===== config.mk =====
export PLATFORM = sky130hd
export DESIGN_NAME = debug_serial_uart
export DESIGN_NICKNAME = d
export VERILOG_FILES = /design/src/hw/dbg_uart_pkg.sv /design/src/hw/debug_serial_uart.sv
export SDC_FILE = /design/constraint.sdc
export NUM_CORES = 1
export LEC_CHECK = 0
export BUFFER_PORTS_ARGS = -buffer_cell sky130_fd_sc_hd__clkbuf_2
export CELL_PAD_IN_SITES_DETAIL_PLACEMENT = 1
export CELL_PAD_IN_SITES_GLOBAL_PLACEMENT = 2
export CORE_UTILIZATION = 34
export DETAILED_ROUTE_END_ITERATION = 8
export PLACE_DENSITY = 0.86
export SLEW_MARGIN = 20
export SYNTH_ARGS = -nofsm -noshare
export SYNTH_HDL_FRONTEND = slang
export SYNTH_SLANG_ARGS = --single-unit

===== constraint.sdc =====
create_clock -name clk -period 3 [get_ports clk]
set_clock_uncertainty 0.05 [all_clocks]
set_input_delay 0.3 -clock clk [delete_from_list [all_inputs] [get_ports clk]]
set_output_delay 0.3 -clock clk [all_outputs]
set_load 0.005 [all_outputs]

===== src/hw/dbg_uart_pkg.sv =====
// shared constants and state types for the debug serial port
package dbg_uart_pkg;
	// register indices as printed; byte address is four times the index
	localparam int unsigned IDX_STATUS = 32'h0000c028;
	localparam int unsigned IDX_LOW = 32'h0000c029;
	localparam int unsigned IDX_HIGH = 32'h0000c02a;
	localparam int unsigned IDX_DIV = 32'h0000c02b;
	localparam int ADDR_W = 18;
	localparam logic [17:0] ADDR_STATUS = 18'(IDX_STATUS * 4);
	localparam logic [17:0] ADDR_LOW = 18'(IDX_LOW * 4);
	localparam logic [17:0] ADDR_HIGH = 18'(IDX_HIGH * 4);
	localparam logic [17:0] ADDR_DIV = 18'(IDX_DIV * 4);
	// status bit positions
	localparam int ST_OVERRUN = 3;
	localparam int ST_RX_FULL = 2;
	localparam int ST_TX_FULL = 1;
	localparam int ST_TX_RUN = 0;
	// divider fields and reset value
	localparam int DIV_PRE_LSB = 8;
	localparam int DIV_BIT_LSB = 0;
	localparam logic [15:0] DIV_RESET = 16'h0000;
	// frame layout: start, eight data, stop
	localparam logic [3:0] FRAME_BITS = 4'ha;
	localparam logic [3:0] DATA_BITS = 4'h8;
	localparam logic LINE_IDLE = 1'b1;

	typedef enum logic [1:0] {RX_IDLE, RX_START, RX_DATA, RX_STOP} rx_state_e;

	// whole state of the port in one packed word
	typedef struct packed {
		logic wait_q;
		logic [31:0] rdata;
		logic [15:0] div;
		logic [7:0] pre_cnt;
		logic [7:0] bit_cnt;
		logic tx_run;
		logic tx_full;
		logic [7:0] tx_hold;
		logic [8:0] tx_sh;
		logic [3:0] tx_n;
		logic txd;
		logic tx_irq;
		rx_state_e rx_st;
		logic rx_prev;
		logic [7:0] rx_cnt;
		logic [3:0] rx_n;
		logic [7:0] rx_sh;
		logic [7:0] rx_byte;
		logic rx_full;
		logic rx_ovr;
		logic rx_irq;
	} uart_state_s;
endpackage


===== src/hw/debug_serial_uart.sv =====
// debug serial port: avalon register slave, two-stage baud divider, transmitter and receiver
// How it works
// (RQ1) idle transmit line stays high
// (RQ2) frame: start low, eight lsb-first, stop high
// (RQ3) overrun set when new byte hits unread
// (RQ4) receive full until data register read
// (RQ5) transmit full while holding byte waits
// (RQ6) transmitter running while shifter sends
// (RQ7) low data read gives byte, upper zero
// (RQ8) low data write takes bits 7:0 only
// (RQ9) write when idle loads shifter, pulses irq
// (RQ10) write when busy holds byte until done
// (RQ11) high data register uses bits 15:8
// (RQ12) divider: prescale 15:8, bit 7:0, resets zero
// (RQ13) software sets bit divider 6 to 255
// (RQ14) bit rate is clock/((pre+1)*bit)
// (RQ15) receiver samples at prescaler output rate
// (RQ16) software never writes while transmit full
// (RQ17) holding empties when byte enters shifter
// (RQ18) idle receiver takes falling edge as start
// (RQ19) data bits sampled mid-bit, lsb first
// (RQ20) good stop: store, irq, copy full, set full
// (RQ21) receiver returns idle after each character
// (RQ22) low stop sample discards the character
// (RQ23) each irq is a one-cycle pulse
//
// Register access over Avalon-MM was decided locally.
`timescale 1ns/1ps
module debug_serial_uart (
	input wire logic clk,
	input wire logic rst_n,
	input wire logic [17:0] avs_address,
	input wire logic avs_read,
	input wire logic avs_write,
	input wire logic [31:0] avs_writedata,
	output logic [31:0] avs_readdata,
	output logic avs_waitrequest,
	input wire logic rxd,
	output logic txd,
	output logic tx_irq,
	output logic rx_irq
);
	dbg_uart_pkg::uart_state_s s_q, s_d;

	logic req, pre_tick, bit_tick, tx_load, rx_done, tx_end;
	logic [7:0] pre_div, bit_div, tx_byte;
	logic [15:0] wd;

	// request is taken on the cycle the wait flop is still high, so effects and read data line up
	assign req = (avs_read | avs_write) & s_q.wait_q;
	assign pre_div = s_q.div[dbg_uart_pkg::DIV_PRE_LSB +: 8];
	assign bit_div = s_q.div[dbg_uart_pkg::DIV_BIT_LSB +: 8];
	assign wd = avs_writedata[15:0];

	// first stage ticks every pre_div+1 clocks; second stage every bit_div first-stage ticks [RQ14]
	assign pre_tick = s_q.pre_cnt == pre_div;
	assign bit_tick = pre_tick & (s_q.bit_cnt == 8'(bit_div - 8'h01));

	// last bit tick of a frame: the shifter is free again in the same cycle
	assign tx_end = s_q.tx_run & bit_tick & (s_q.tx_n == 4'(dbg_uart_pkg::FRAME_BITS - 4'h1));

	always_comb begin
		s_d = s_q;
		tx_load = 1'b0;
		tx_byte = s_q.tx_hold;
		rx_done = 1'b0;
		s_d.tx_irq = 1'b0;
		s_d.rx_irq = 1'b0;
		// bus handshake: one wait cycle per request
		s_d.wait_q = s_q.wait_q ? !(avs_read | avs_write) : 1'b1;
		// prescaler counts every clock, restarted when the shifter loads
		s_d.pre_cnt = pre_tick ? 8'h00 : 8'(s_q.pre_cnt + 8'h01);
		if (pre_tick) begin
			s_d.bit_cnt = bit_tick ? 8'h00 : 8'(s_q.bit_cnt + 8'h01);
		end

		// transmitter shifting on bit ticks [RQ2]
		if (s_q.tx_run && bit_tick) begin
			if (s_q.tx_n == 4'(dbg_uart_pkg::FRAME_BITS - 4'h1)) begin
				s_d.tx_run = 1'b0;
				s_d.txd = dbg_uart_pkg::LINE_IDLE; // [RQ1]
				if (s_q.tx_full) begin
					tx_load = 1'b1; // [RQ10]
				end
			end else begin
				s_d.txd = s_q.tx_sh[0];
				s_d.tx_sh = {1'b1, s_q.tx_sh[8:1]};
				s_d.tx_n = 4'(s_q.tx_n + 4'h1);
			end
		end

		// receiver, advanced only at the first-stage rate [RQ15]
		if (pre_tick) begin
			s_d.rx_prev = rxd;
			s_d.rx_cnt = 8'(s_q.rx_cnt + 8'h01);
			case (s_q.rx_st)
				dbg_uart_pkg::RX_IDLE: begin
					if (s_q.rx_prev && !rxd) begin
						s_d.rx_st = dbg_uart_pkg::RX_START; // [RQ18]
						s_d.rx_cnt = 8'h00;
					end
				end
				dbg_uart_pkg::RX_START: begin
					// half a bit is bit_div/2 ticks counted from the detection tick, hence the minus one
					if (s_q.rx_cnt >= 8'((bit_div >> 1) - 8'h01)) begin
						// glitch shorter than half a bit is not a start
						s_d.rx_st = rxd ? dbg_uart_pkg::RX_IDLE : dbg_uart_pkg::RX_DATA;
						s_d.rx_cnt = 8'h00;
						s_d.rx_n = 4'h0;
					end
				end
				dbg_uart_pkg::RX_DATA: begin
					if (s_q.rx_cnt == 8'(bit_div - 8'h01)) begin
						s_d.rx_cnt = 8'h00;
						s_d.rx_sh = {rxd, s_q.rx_sh[7:1]}; // [RQ19]
						s_d.rx_n = 4'(s_q.rx_n + 4'h1);
						if (s_q.rx_n == 4'(dbg_uart_pkg::DATA_BITS - 4'h1)) begin
							s_d.rx_st = dbg_uart_pkg::RX_STOP;
						end
					end
				end
				dbg_uart_pkg::RX_STOP: begin
					if (s_q.rx_cnt == 8'(bit_div - 8'h01)) begin
						s_d.rx_st = dbg_uart_pkg::RX_IDLE; // [RQ21]
						rx_done = rxd; // low stop discards the byte [RQ22]
					end
				end
				default: s_d.rx_st = dbg_uart_pkg::RX_IDLE;
			endcase
		end

		// register reads and writes
		if (req && avs_read) begin
			case (avs_address)
				dbg_uart_pkg::ADDR_STATUS: s_d.rdata = {28'h0000000, s_q.rx_ovr, s_q.rx_full, s_q.tx_full, s_q.tx_run};
				dbg_uart_pkg::ADDR_LOW: s_d.rdata = {24'h000000, s_q.rx_byte}; // [RQ7]
				dbg_uart_pkg::ADDR_HIGH: s_d.rdata = {16'h0000, s_q.rx_byte, 8'h00}; // [RQ11]
				dbg_uart_pkg::ADDR_DIV: s_d.rdata = {16'h0000, s_q.div};
				default: s_d.rdata = 32'h00000000;
			endcase
			if (avs_address == dbg_uart_pkg::ADDR_LOW || avs_address == dbg_uart_pkg::ADDR_HIGH) begin
				s_d.rx_full = 1'b0; // [RQ4]
			end
		end
		if (req && avs_write) begin
			if (avs_address == dbg_uart_pkg::ADDR_DIV) begin
				s_d.div = wd; // [RQ12]
			end
			if (avs_address == dbg_uart_pkg::ADDR_LOW || avs_address == dbg_uart_pkg::ADDR_HIGH) begin
				// a write in the cycle a frame ends counts as a write to an idle shifter, so nothing is stranded
				if ((!s_q.tx_run || tx_end) && !s_q.tx_full) begin
					// byte picked from the lane of the register written [RQ8] [RQ11]
					tx_byte = (avs_address == dbg_uart_pkg::ADDR_LOW) ? wd[7:0] : wd[15:8];
					tx_load = 1'b1; // [RQ9]
				end else if (!s_q.tx_full) begin
					// runs only mid-frame with tx_end low, so the byte waits in tx_hold and tx_byte is left untouched
					s_d.tx_full = 1'b1; // [RQ5] [RQ10]
					s_d.tx_hold = (avs_address == dbg_uart_pkg::ADDR_LOW) ? wd[7:0] : wd[15:8];
				end
			end
		end

		// loading the shifter empties the holding register and starts a frame [RQ17]
		if (tx_load) begin
			s_d.tx_full = 1'b0;
			s_d.tx_run = 1'b1; // [RQ6]
			s_d.txd = 1'b0;
			s_d.tx_sh = {1'b1, tx_byte};
			s_d.tx_n = 4'h0;
			s_d.bit_cnt = 8'h00;
			s_d.pre_cnt = 8'h00;
			s_d.tx_irq = 1'b1; // [RQ23]
		end

		// new byte wins over a read in the same cycle [RQ3] [RQ20]
		if (rx_done) begin
			s_d.rx_byte = s_q.rx_sh;
			s_d.rx_ovr = s_q.rx_full;
			s_d.rx_full = 1'b1;
			s_d.rx_irq = 1'b1;
		end
	end

	always_ff @(posedge clk or negedge rst_n) begin
		if (!rst_n) begin
			s_q <= '{wait_q: 1'b1, div: dbg_uart_pkg::DIV_RESET, txd: dbg_uart_pkg::LINE_IDLE,
				rx_prev: dbg_uart_pkg::LINE_IDLE, rx_st: dbg_uart_pkg::RX_IDLE, default: '0};
		end else begin
			s_q <= s_d;
		end
	end

	// every output comes straight from the state flops
	assign avs_readdata = s_q.rdata;
	assign avs_waitrequest = s_q.wait_q;
	assign txd = s_q.txd;
	assign tx_irq = s_q.tx_irq;
	assign rx_irq = s_q.rx_irq;
endmodule


==> results of run 1 <==
==> logic make-up after synthesis <==
family / share of synthesized area [%]
fa+ha+maj: 3.47
buf+inv: 6.37
other cells: 0.0612
xor+xnor: 10.4
mux: 9.09
flops: 44.2
simple gates: 13.7
compound gates: 12.7
==> cell type report <==
class	instances	share of cell area, %
clock inverters	7	1.11
flip-flops and latches	108	36.5
clock buffers	9	3.03
inverters	12	0.607
multi-input cells	412	45.2
well taps	225	3.79
repair buffers	113	9.81
==> final timing paths <==
check                                       start                         to  slack [ns]  cells past startpoint
max in group asynchronous                   rst_n        s_q[66]$_DFFE_PN0P_        1.64                      3
setup reg to reg           bit_div[1]$_DFFE_PN0P_          s_q[69]$_DFF_PN0_       0.002                     11
hold reg to reg               s_q[48]$_DFFE_PN0P_        s_q[48]$_DFFE_PN0P_        0.43                      1
setup / recovery           bit_div[1]$_DFFE_PN0P_          s_q[69]$_DFF_PN0_       0.002                     11
min in group asynchronous                   rst_n           tx_irq$_DFF_PN0_        0.47                      2
hold / removal                           avs_read  avs_waitrequest$_DFF_PN1_        0.05                      2
==> per-stage QoR <==
| step | hold slack, ns | TNS (ns) | instances | worst slack (ns) | util, % |
|---|---|---|---|---|---|
| after global placement | 0.343 | -0.112 | 859 | -0.0157 | 38.8 |
| after floorplan | -0.0456 | -0.662 | 588 | -0.101 | - |
| after global routing | 0.0814 | -1.74 | 886 | -0.0855 | 42.5 |
| after CTS | 0.0449 | 0 | 879 | 0.00187 | 41.2 |
| after detailed placement | 0.354 | -2.80 | 859 | -0.146 | 38.8 |
| final | 0.0542 | 0 | 886 | 0.00206 | 42.5 |
==> registers in the layout (all words and copies together), names as in the netlist, named ones only <==
| signal | cells |
|---|---|
| s_q | 71 |
| avs_readdata | 16 |
| bit_div | 8 |
| pre_div | 8 |
| avs_waitrequest | 1 |
| rx_irq | 1 |
| tx_irq | 1 |
| txd | 1 |
==> worst register-to-register path, stage by stage, from the launching register on <==
cell	delay, ns
dfrtp_1	0.40
inv_2	0.13
buf_4	0.14
ha_2	0.23
nor2b_4	0.21
xnor3_1	0.21
nand2_1	0.08
or4_4	0.60
o31a_4	0.39
a21oi_4	0.19
buf_6	0.17
nor3_1	0.07
==> what timing repair did <==
action | CTS | global route
resized for setup | 15 | 38
buffers inserted | 3 | 6
cloned | 0 | 2
pin swaps | 3 | 8
hold endpoints to repair | 50 | 0
endpoints found under the setup margin | 36 | 54
hold buffers | 1 | 0
==> placed cells by master (no fill, tap or decap), drive strengths merged, types with 3 or more instances in the layout <==
master	instances
a21o	3
a21oi	11
a22oi	19
a31oi	5
and2	4
and3	3
buf	55
clkbuf	66
conb	16
dfrtp	105
dfstp	3
ha	17
inv	15
mux2	45
mux2i	5
nand2	47
nand2b	3
nand3	17
nand4	10
nor2	34
nor3	17
nor3b	5
nor4	8
o21ai	33
o22a	3
o2bb2ai	7
o311ai	3
o31ai	7
o32ai	8
or2	4
or4	3
xnor2	19
xnor3	8
xor2	25
xor3	3
==> routing by layer <==
layer,global-route usage (%),up-vias
met5,0,-
met4,4.51,0
met3,4.25,18
met2,33.3,108
met1,25.2,2393
li1,-,2189
==> report_power, final <==
| group | internal, mW | switching [mW] | total [mW] |
|---|---|---|---|
| registers | 1.66 | 0.249 | 1.91 |
| clock network | 0.661 | 0.589 | 1.25 |
| logic | 0.516 | 0.562 | 1.08 |
==> results.md, run 1 <==
- Worst skew pair latency: 0.37 ns
- Drt pass-1 iters: 4
- First-pass GRT wire length: between 20000 and 30000 um
- RSZ-0062 raised after global routing: yes
- Htree depth: 3
- Core area: 17500 um^2
- Wire length per cell: approximately 20 um
- Status: completed
- Routed Antenna Nets: 0
- Die width: 136 um
- Period minus WS final: 3.00 ns
- Startpoint types: flop
- Die Height: 136 um
- Crit path buf inv count: 3
- Max stage delay on crit path: approximately 0.60 ns
- CP arrival: 3.18 ns
- Gpl congestion: 0.805
- Total power: 4.24 mW
- Final Hold Vio Count: 0
- TritonCTS buffer count: 9
- PwrDens: 571 nW/um^2
- Leakage: 3.38 nW
- CP Max Fanout: 8
- Final worst path period share: 99.9%
- Synth top area cells: dfrtp_1 (43%), mux2_2 (8.3%), buf_4 (4.0%)
- Cells after synthesis: roughly 570
- Worst vdd ir: between 300 and 400 uV
- Multi-input logic area: 3350 um^2
- Most frequent cells after synthesis: dfrtp_1 (105), nand2_1 (47), mux2_2 (45), nor2_1 (34)
- Storage cell area: 2710 um^2
- Seq/Total Area, Yosys: 44.2%
- Critical Path Slowest Stage Cell: or4_4
- Post-synthesis cell area: 6130 um^2
- DR DRC count: 0
- # rows: between 40 and 50
- Total grt overflow: 0
- Synth warn: 0
- Max Buffers Root-to-Sink: 2
- Vias/cell: 5.31
- Vias: roughly 4.7k
- Largest net degree at the start of global routing: 57
- Met3 Routed Length: 738 um
- Post-Syn Area per Cell: roughly 11 um^2
- Flops & latches, synth: 108
- Cell area after layout: 7420 um^2
- Slew @ Worst Pin: 0.755 ns
- Required time worst endpoint: 3.19 ns
- Post-synth EDFFs: 0
- Final setup fails: 0
- Fill count: 1955
- Antenna Cells: 0
- Max transition margin: 49.5%
- Share of layout cells above drive strength 1: 34.0%
- Initial antenna violation count: 0
- Placed instance area: 6780 um^2
- Critical path's top delay family: simple AND/OR/NAND/NOR gates
- Met2 Wirelength: 9050 um
- Drt first-iter violations: roughly 270
- I/O pin count: 91
- Worst hold path type: input pin to flop
- M1 wire length: 7730 um
- DRT Wirelength: about 18000 um
- Clock-pin transition on the worst setup and hold timing paths: 0.07 ns
- Starting density of the core: between 30% and 40%
- CP Cell Sequence: inv_2 > buf_4 > ha_2 > nor2b_4 > xnor3_1 > nand2_1 > or4_4 > o31a_4 > a21oi_4 > buf_6 > nor3_1
- Top cell type by total area after synthesis: dfrtp_1
- CTS tree: done
- Crit. End Element: flop
- Commonest register cell after synthesis: dfrtp_1
- FMAX: 334 MHz
- Top layer in use: met4
- GRT Resource Usage Total: 19.6%
- Most frequent cell after synthesis: dfrtp_1
- Count of different cell masters after synthesis: 62
- Top cell type's share of synthesized area: 42.9%
- Port Buffers: 58
- Detailed-placement wirelength estimate: 12800 um
- Max cap viols: 0
- CTS sink count: between 100 and 150
- Die area: 18600 um^2
- Vias in the first global route: 5153
- Nets: 728
- Max-slew violations: 0
- Layout Area Growth over Synthesis: 21.1%
- Root buf cell: clkbuf_16
- Worst setup path class: flop to flop
- Asr flop ratio synth: 100%
Power figures use the tool's default switching activity.
==> run 2: changes to the inputs <==
- CAP_MARGIN: default -> 15
- MAX_ROUTING_LAYER: default -> met4
==> results.md, run 2 (synthesis gave the netlist of run 1 again) <==
- Status: completed
- Vias in the first global route: 5120
- CTS sink count: 108
- Vias/cell: 5.30
- Worst setup path class: flop to flop
- Max reg flops: 71
- Final worst path period share: between 90% and 100%
- Max cap viols: 0
- Crit. End Element: flop
- GRT Resource Usage Total: 20.2%
- Wire length per cell: roughly 20 um
- Layout Area Growth over Synthesis: 21.3%
- PwrDens: roughly 570 nW/um^2
- Die Height: ~140 um
- Required time worst endpoint: 3.19 ns
- Period minus WS final: 2.98 ns
- Starting density of the core: 35.1%
- Final setup fails: 0
- TritonCTS buffer count: 9
- Die width: around 140 um
- Total grt overflow: 0
- Share of layout cells above drive strength 1: 34.3%
- CP Cell Sequence: inv_2 > ha_4 > nor3b_4 > nor3b_4 > xor3_1 > or4_4 > o31a_4 > a21oi_4 > buf_6 > nor3_2
- First-pass GRT wire length: roughly 28000 um
- Cell mode on critical path: nor3b_4
- Worst vdd ir: 377 uV
- Worst hold path type: input pin to flop
- Max transition margin: 48.5%
- Most common cell after layout, fill and taps aside: dfrtp_1
- Initial antenna violation count: 0
- Vias: 4700
- Max stage delay on crit path: roughly 0.59 ns
- Htree depth: 3
- Port Buffers: 58
- Crit path buf inv count: 2
- Fill count: 1953
- Largest net degree at the start of global routing: 57
- Drt pass-1 iters: 4
- Top reg by flops: s_q
- Clock-pin transition on the worst setup and hold timing paths: 0.08 ns
- Routed Antenna Nets: 0
- CP Max Fanout: 8
- Drt first-iter violations: about 230
- Worst skew pair latency: 0.37 ns
- DP Worst Slack: -0.146 ns
- R2R cell count: 10
- CTS tree: done
- Root buf cell: clkbuf_16
- Antenna Cells: 0
- Most frequent cells in the layout: dfrtp_1 (105), clkbuf_2 (57), buf_4 (48)
- Critical Path Slowest Stage Cell: or4_4
- Nets: roughly 730
- CP arrival: 3.18 ns
- Core area: 17500 um^2
- Setup tns final: 0 ns
- I/O pin count: 91
- Die area: 18600 um^2
- CP Depth: 10
- Max-slew violations: 0
- Leakage: 3.38 nW
- Max Buffers Root-to-Sink: 2
- Slew @ Worst Pin: about 0.77 ns
- Startpoint types: flop
- DRT Wirelength: approximately 18000 um
- Fin worst setup slack: 0.0169 ns
- Final Hold Vio Count: 0
- Detailed-placement wirelength estimate: approximately 13000 um
- RSZ-0062 raised after global routing: yes
- Gpl congestion: 0.817
- FMAX: 335 MHz
- # rows: 48
- Storage cell area: 2710 um^2
- Multi-input logic area: 3360 um^2
- Critical path's top delay family: simple AND/OR/NAND/NOR gates
- Worst hold stages: 2
- DR DRC count: 0
==> run 2: cell count changes in the layout (fill, tap and decap cells not counted) <==
cell,before,now
nor3_2,5,7
nor3_1,10,8
==> run 2: metrics by stage <==
| stage | total power [mW] | utilization, % | cells | instance area [um^2] | hold WS (ns) |
|---|---|---|---|---|---|
| 3_5_place_dp | 2.92 | 38.8 | 859 | 6780 | 0.354 |
| 3_3_place_gp | 2.83 | 38.8 | 859 | 6780 | 0.343 |
| 5_1_grt | 4.49 | 42.5 | 886 | 7430 | 0.0814 |
| 6_report | 4.24 | 42.5 | 886 | 7430 | 0.0572 |
| 4_1_cts | 4.20 | 41.2 | 879 | 7210 | 0.0449 |
| 2_1_floorplan | 2.57 | - | 588 | 6220 | -0.0456 |
==> run 2: repair_timing <==
item | CTS | global route
cloned | 0 | 2
pin swaps | 3 | 9
setup endpoints to repair | 36 | 54
hold endpoints to repair | 50 | 0
setup buffers | 3 | 6
resized for setup | 15 | 40
hold buffers | 1 | 0
==> run 2: power by group <==
| part | switching (mW) | internal (mW) |
|---|---|---|
| combinational | 0.561 | 0.516 |
| clock | 0.593 | 0.661 |
| sequential | 0.250 | 1.66 |
==> run 2: final cells by class <==
type | instances | area share [%]
Inverter | 12 | 0.606
Clock inverter | 7 | 1.11
Clock buffer | 9 | 3.03
Timing Repair Buffer | 113 | 9.80
Multi-Input combinational cell | 412 | 45.3
Tap cell | 225 | 3.79
Sequential cell | 108 | 36.4
==> run 2: final timing paths <==
kind,from,to,slack [ns]
worst max-delay path,bit_div[1]$_DFFE_PN0P_,s_q[73]$_DFF_PN0_,0.02
worst min-delay path,avs_read,avs_waitrequest$_DFF_PN1_,0.06
worst max register to register,bit_div[1]$_DFFE_PN0P_,s_q[73]$_DFF_PN0_,0.02
worst min register to register,s_q[48]$_DFFE_PN0P_,s_q[48]$_DFFE_PN0P_,0.43
max in group asynchronous,rst_n,s_q[64]$_DFFE_PN0P_,1.65
min in group asynchronous,rst_n,tx_irq$_DFF_PN0_,0.47
==> run 2: per-layer routing <==
| metal | routed length [um] | share of wire [%] | track usage, % |
|---|---|---|---|
| met1 | 7810 | 44 | 25.5 |
| met2 | 9050 | 51 | 33.2 |
| met3 | 776 | 4.3 | 4.21 |
| met4 | 223 | 1.2 | 4.51 |
| met5 | 0 | 0 | - |
==> run 3: changes to the inputs <==
- CELL_PAD_IN_SITES_DETAIL_PLACEMENT: 1 -> default
- CELL_PAD_IN_SITES_GLOBAL_PLACEMENT: 2 -> default
- CORE_UTILIZATION: 34 -> 45
- GPL_TIMING_DRIVEN: default -> 0
- PLACE_DENSITY: 0.86 -> 0.77
==> results.md, run 3 (synthesis gave the netlist of run 1 again) <==
- GR peak layer: met2
- GRT met1 Usage: 30.0%
- # rows: 42
- Port Buffers: 56
- Final setup fails: 8
- Vias in the first global route: 4737
- DRT Wirelength: 15600 um
- Htree depth: 3
- Startpoint types: flop
- Most frequent cells in the layout: dfrtp_1 (103), buf_4 (55), clkbuf_2 (55)
- RSZ-0062 raised after global routing: yes
- Max Buffers Root-to-Sink: 2
- PwrDens: 553 nW/um^2
- Routed Antenna Nets: 0
- Layout Area Growth over Synthesis: 24.5%
- DP Cell Count: around 800
- Max cap viols: 0
- Critical path's top delay family: simple AND/OR/NAND/NOR gates
- CP Max Fanout: 8
- Period minus WS final: 3.07 ns
- Max stage delay on crit path: 0.56 ns
- DR DRC count: 0
- FMAX: approximately 330 MHz
- Setup tns final: -0.457 ns
- Vias: 4865
- Detailed-placement wirelength estimate: about 11000 um
- CTS sink count: 108
- First-pass GRT wire length: 24700 um
- Total power: 4.22 mW
- Status: finished with violations
- Die area: between 10000 and 15000 um^2
- Worst skew pair latency: ~0.36 ns
- I/O pin count: slightly above 90
- Fin cells: 865
- Antenna Cells: 0
- Worst vdd ir: roughly 600 uV
- Slew @ Worst Pin: 1.03 ns
- Die Height: 119 um
- Top reg by flops: s_q
- DP Worst Slack: -0.534 ns
- Cell mode on critical path: nor3b_4
- Crit. End Element: flop
- Max-slew violations: 0
- Met3 usage: 5.50%
- Share of layout cells above drive strength 1: 35.7%
- Worst hold path type: input pin to flop
- Max reg flops: between 70 and 80
- Post-layout util: 57.6%
- Total grt overflow: 0
- Nets: 757
- Final Hold Vio Count: 0
- Clock-pin transition on the worst setup and hold timing paths: 0.07 ns
- Root buf cell: clkbuf_16
- Failing checks: setup timing
- Met2 Track Usage GR: 36.1%
- Final worst path period share: 102%
- Starting density of the core: between 40 and 50%
- Fin worst setup slack: -0.0658 ns
- CP Cell Sequence: inv_4 > ha_4 > nor3b_4 > nor3b_4 > xor3_1 > or4_4 > buf_8 > o311ai_4 > buf_12 > mux2_4
- Required time worst endpoint: 3.19 ns
- Max transition margin: a little under a third
- Die width: 119 um
- TritonCTS buffer count: 9
- Wire length per cell: 18.0 um
- Drt first-iter violations: roughly 380
- Critical Path Slowest Stage Cell: or4_4
- Vias/cell: roughly 5.6
- Leakage: about 3.5 nW
- Crit path buf inv count: 3
- Gpl congestion: roughly 0.85
- GRT Resource Usage Total: a little under a quarter
- Largest net degree at the start of global routing: between 60 and 70
- CTS tree: done
- CP arrival: 3.26 ns
- Initial antenna violation count: 0
- Most common cell after layout, fill and taps aside: dfrtp_1
- Core area: 13200 um^2
- Worst setup path class: flop to flop
- Drt pass-1 iters: 6
[run 3: area by class of cell]
class | instances | area [um^2]
well taps | 176 | 220
fillers | 1065 | 5610
clock inverters | 6 | 72.6
repair buffers | 88 | 596
multi-input cells | 412 | 3410
plain buffers | 54 | 347
clock buffers | 9 | 225
flip-flops and latches | 108 | 2710
inverters | 12 | 50.0
[run 3: per-layer routing]
layer,vias to the layer above,part of all wire [%]
met4,0,2.4
met2,180,48
met3,33,6.6
met1,2401,43
met5,-,0
li1,2251,-
[run 3: worst paths after layout]
| kind | start | end | slack [ns] | cells past startpoint |
|---|---|---|---|---|
| max | bit_div[1]$_DFFE_PN0P_ | s_q[51]$_DFFE_PN0P_ | -0.07 | 10 |
| min | avs_read | avs_waitrequest$_DFF_PN1_ | 0.07 | 2 |
| max reg2reg | bit_div[1]$_DFFE_PN0P_ | s_q[51]$_DFFE_PN0P_ | -0.07 | 10 |
| min reg2reg | s_q[48]$_DFFE_PN0P_ | s_q[48]$_DFFE_PN0P_ | 0.42 | 1 |
| max in group asynchronous | rst_n | avs_waitrequest$_DFF_PN1_ | 1.83 | 3 |
| min in group asynchronous | rst_n | s_q[72]$_DFF_PN0_ | 0.38 | 2 |
[run 3: what timing repair did]
| item | CTS | global route |
|---|---|---|
| resized for setup | 33 | 37 |
| hold buffers | 1 | 0 |
| endpoints found under the setup margin | 70 | 67 |
| endpoints found under the hold margin | 43 | 0 |
| pin swaps | 8 | 21 |
| gates cloned | 0 | 1 |
| setup buffers | 18 | 11 |
[run 3: per-stage QoR]
step / area, um^2 / hold slack [ns]
final: 7630 / 0.0699
after global routing: 7630 / 0.0819
after CTS: 7380 / 0.0701
after detailed placement: 6750 / 0.212
after global placement: 6720 / 0.404
after floorplan: 6220 / -0.0456
[run 3: report_power, final]
| part | internal, mW | switching (mW) | total [mW] |
|---|---|---|---|
| Clock | 0.652 | 0.553 | 1.20 |
| Sequential | 1.66 | 0.244 | 1.91 |
| Combinational | 0.539 | 0.565 | 1.10 |
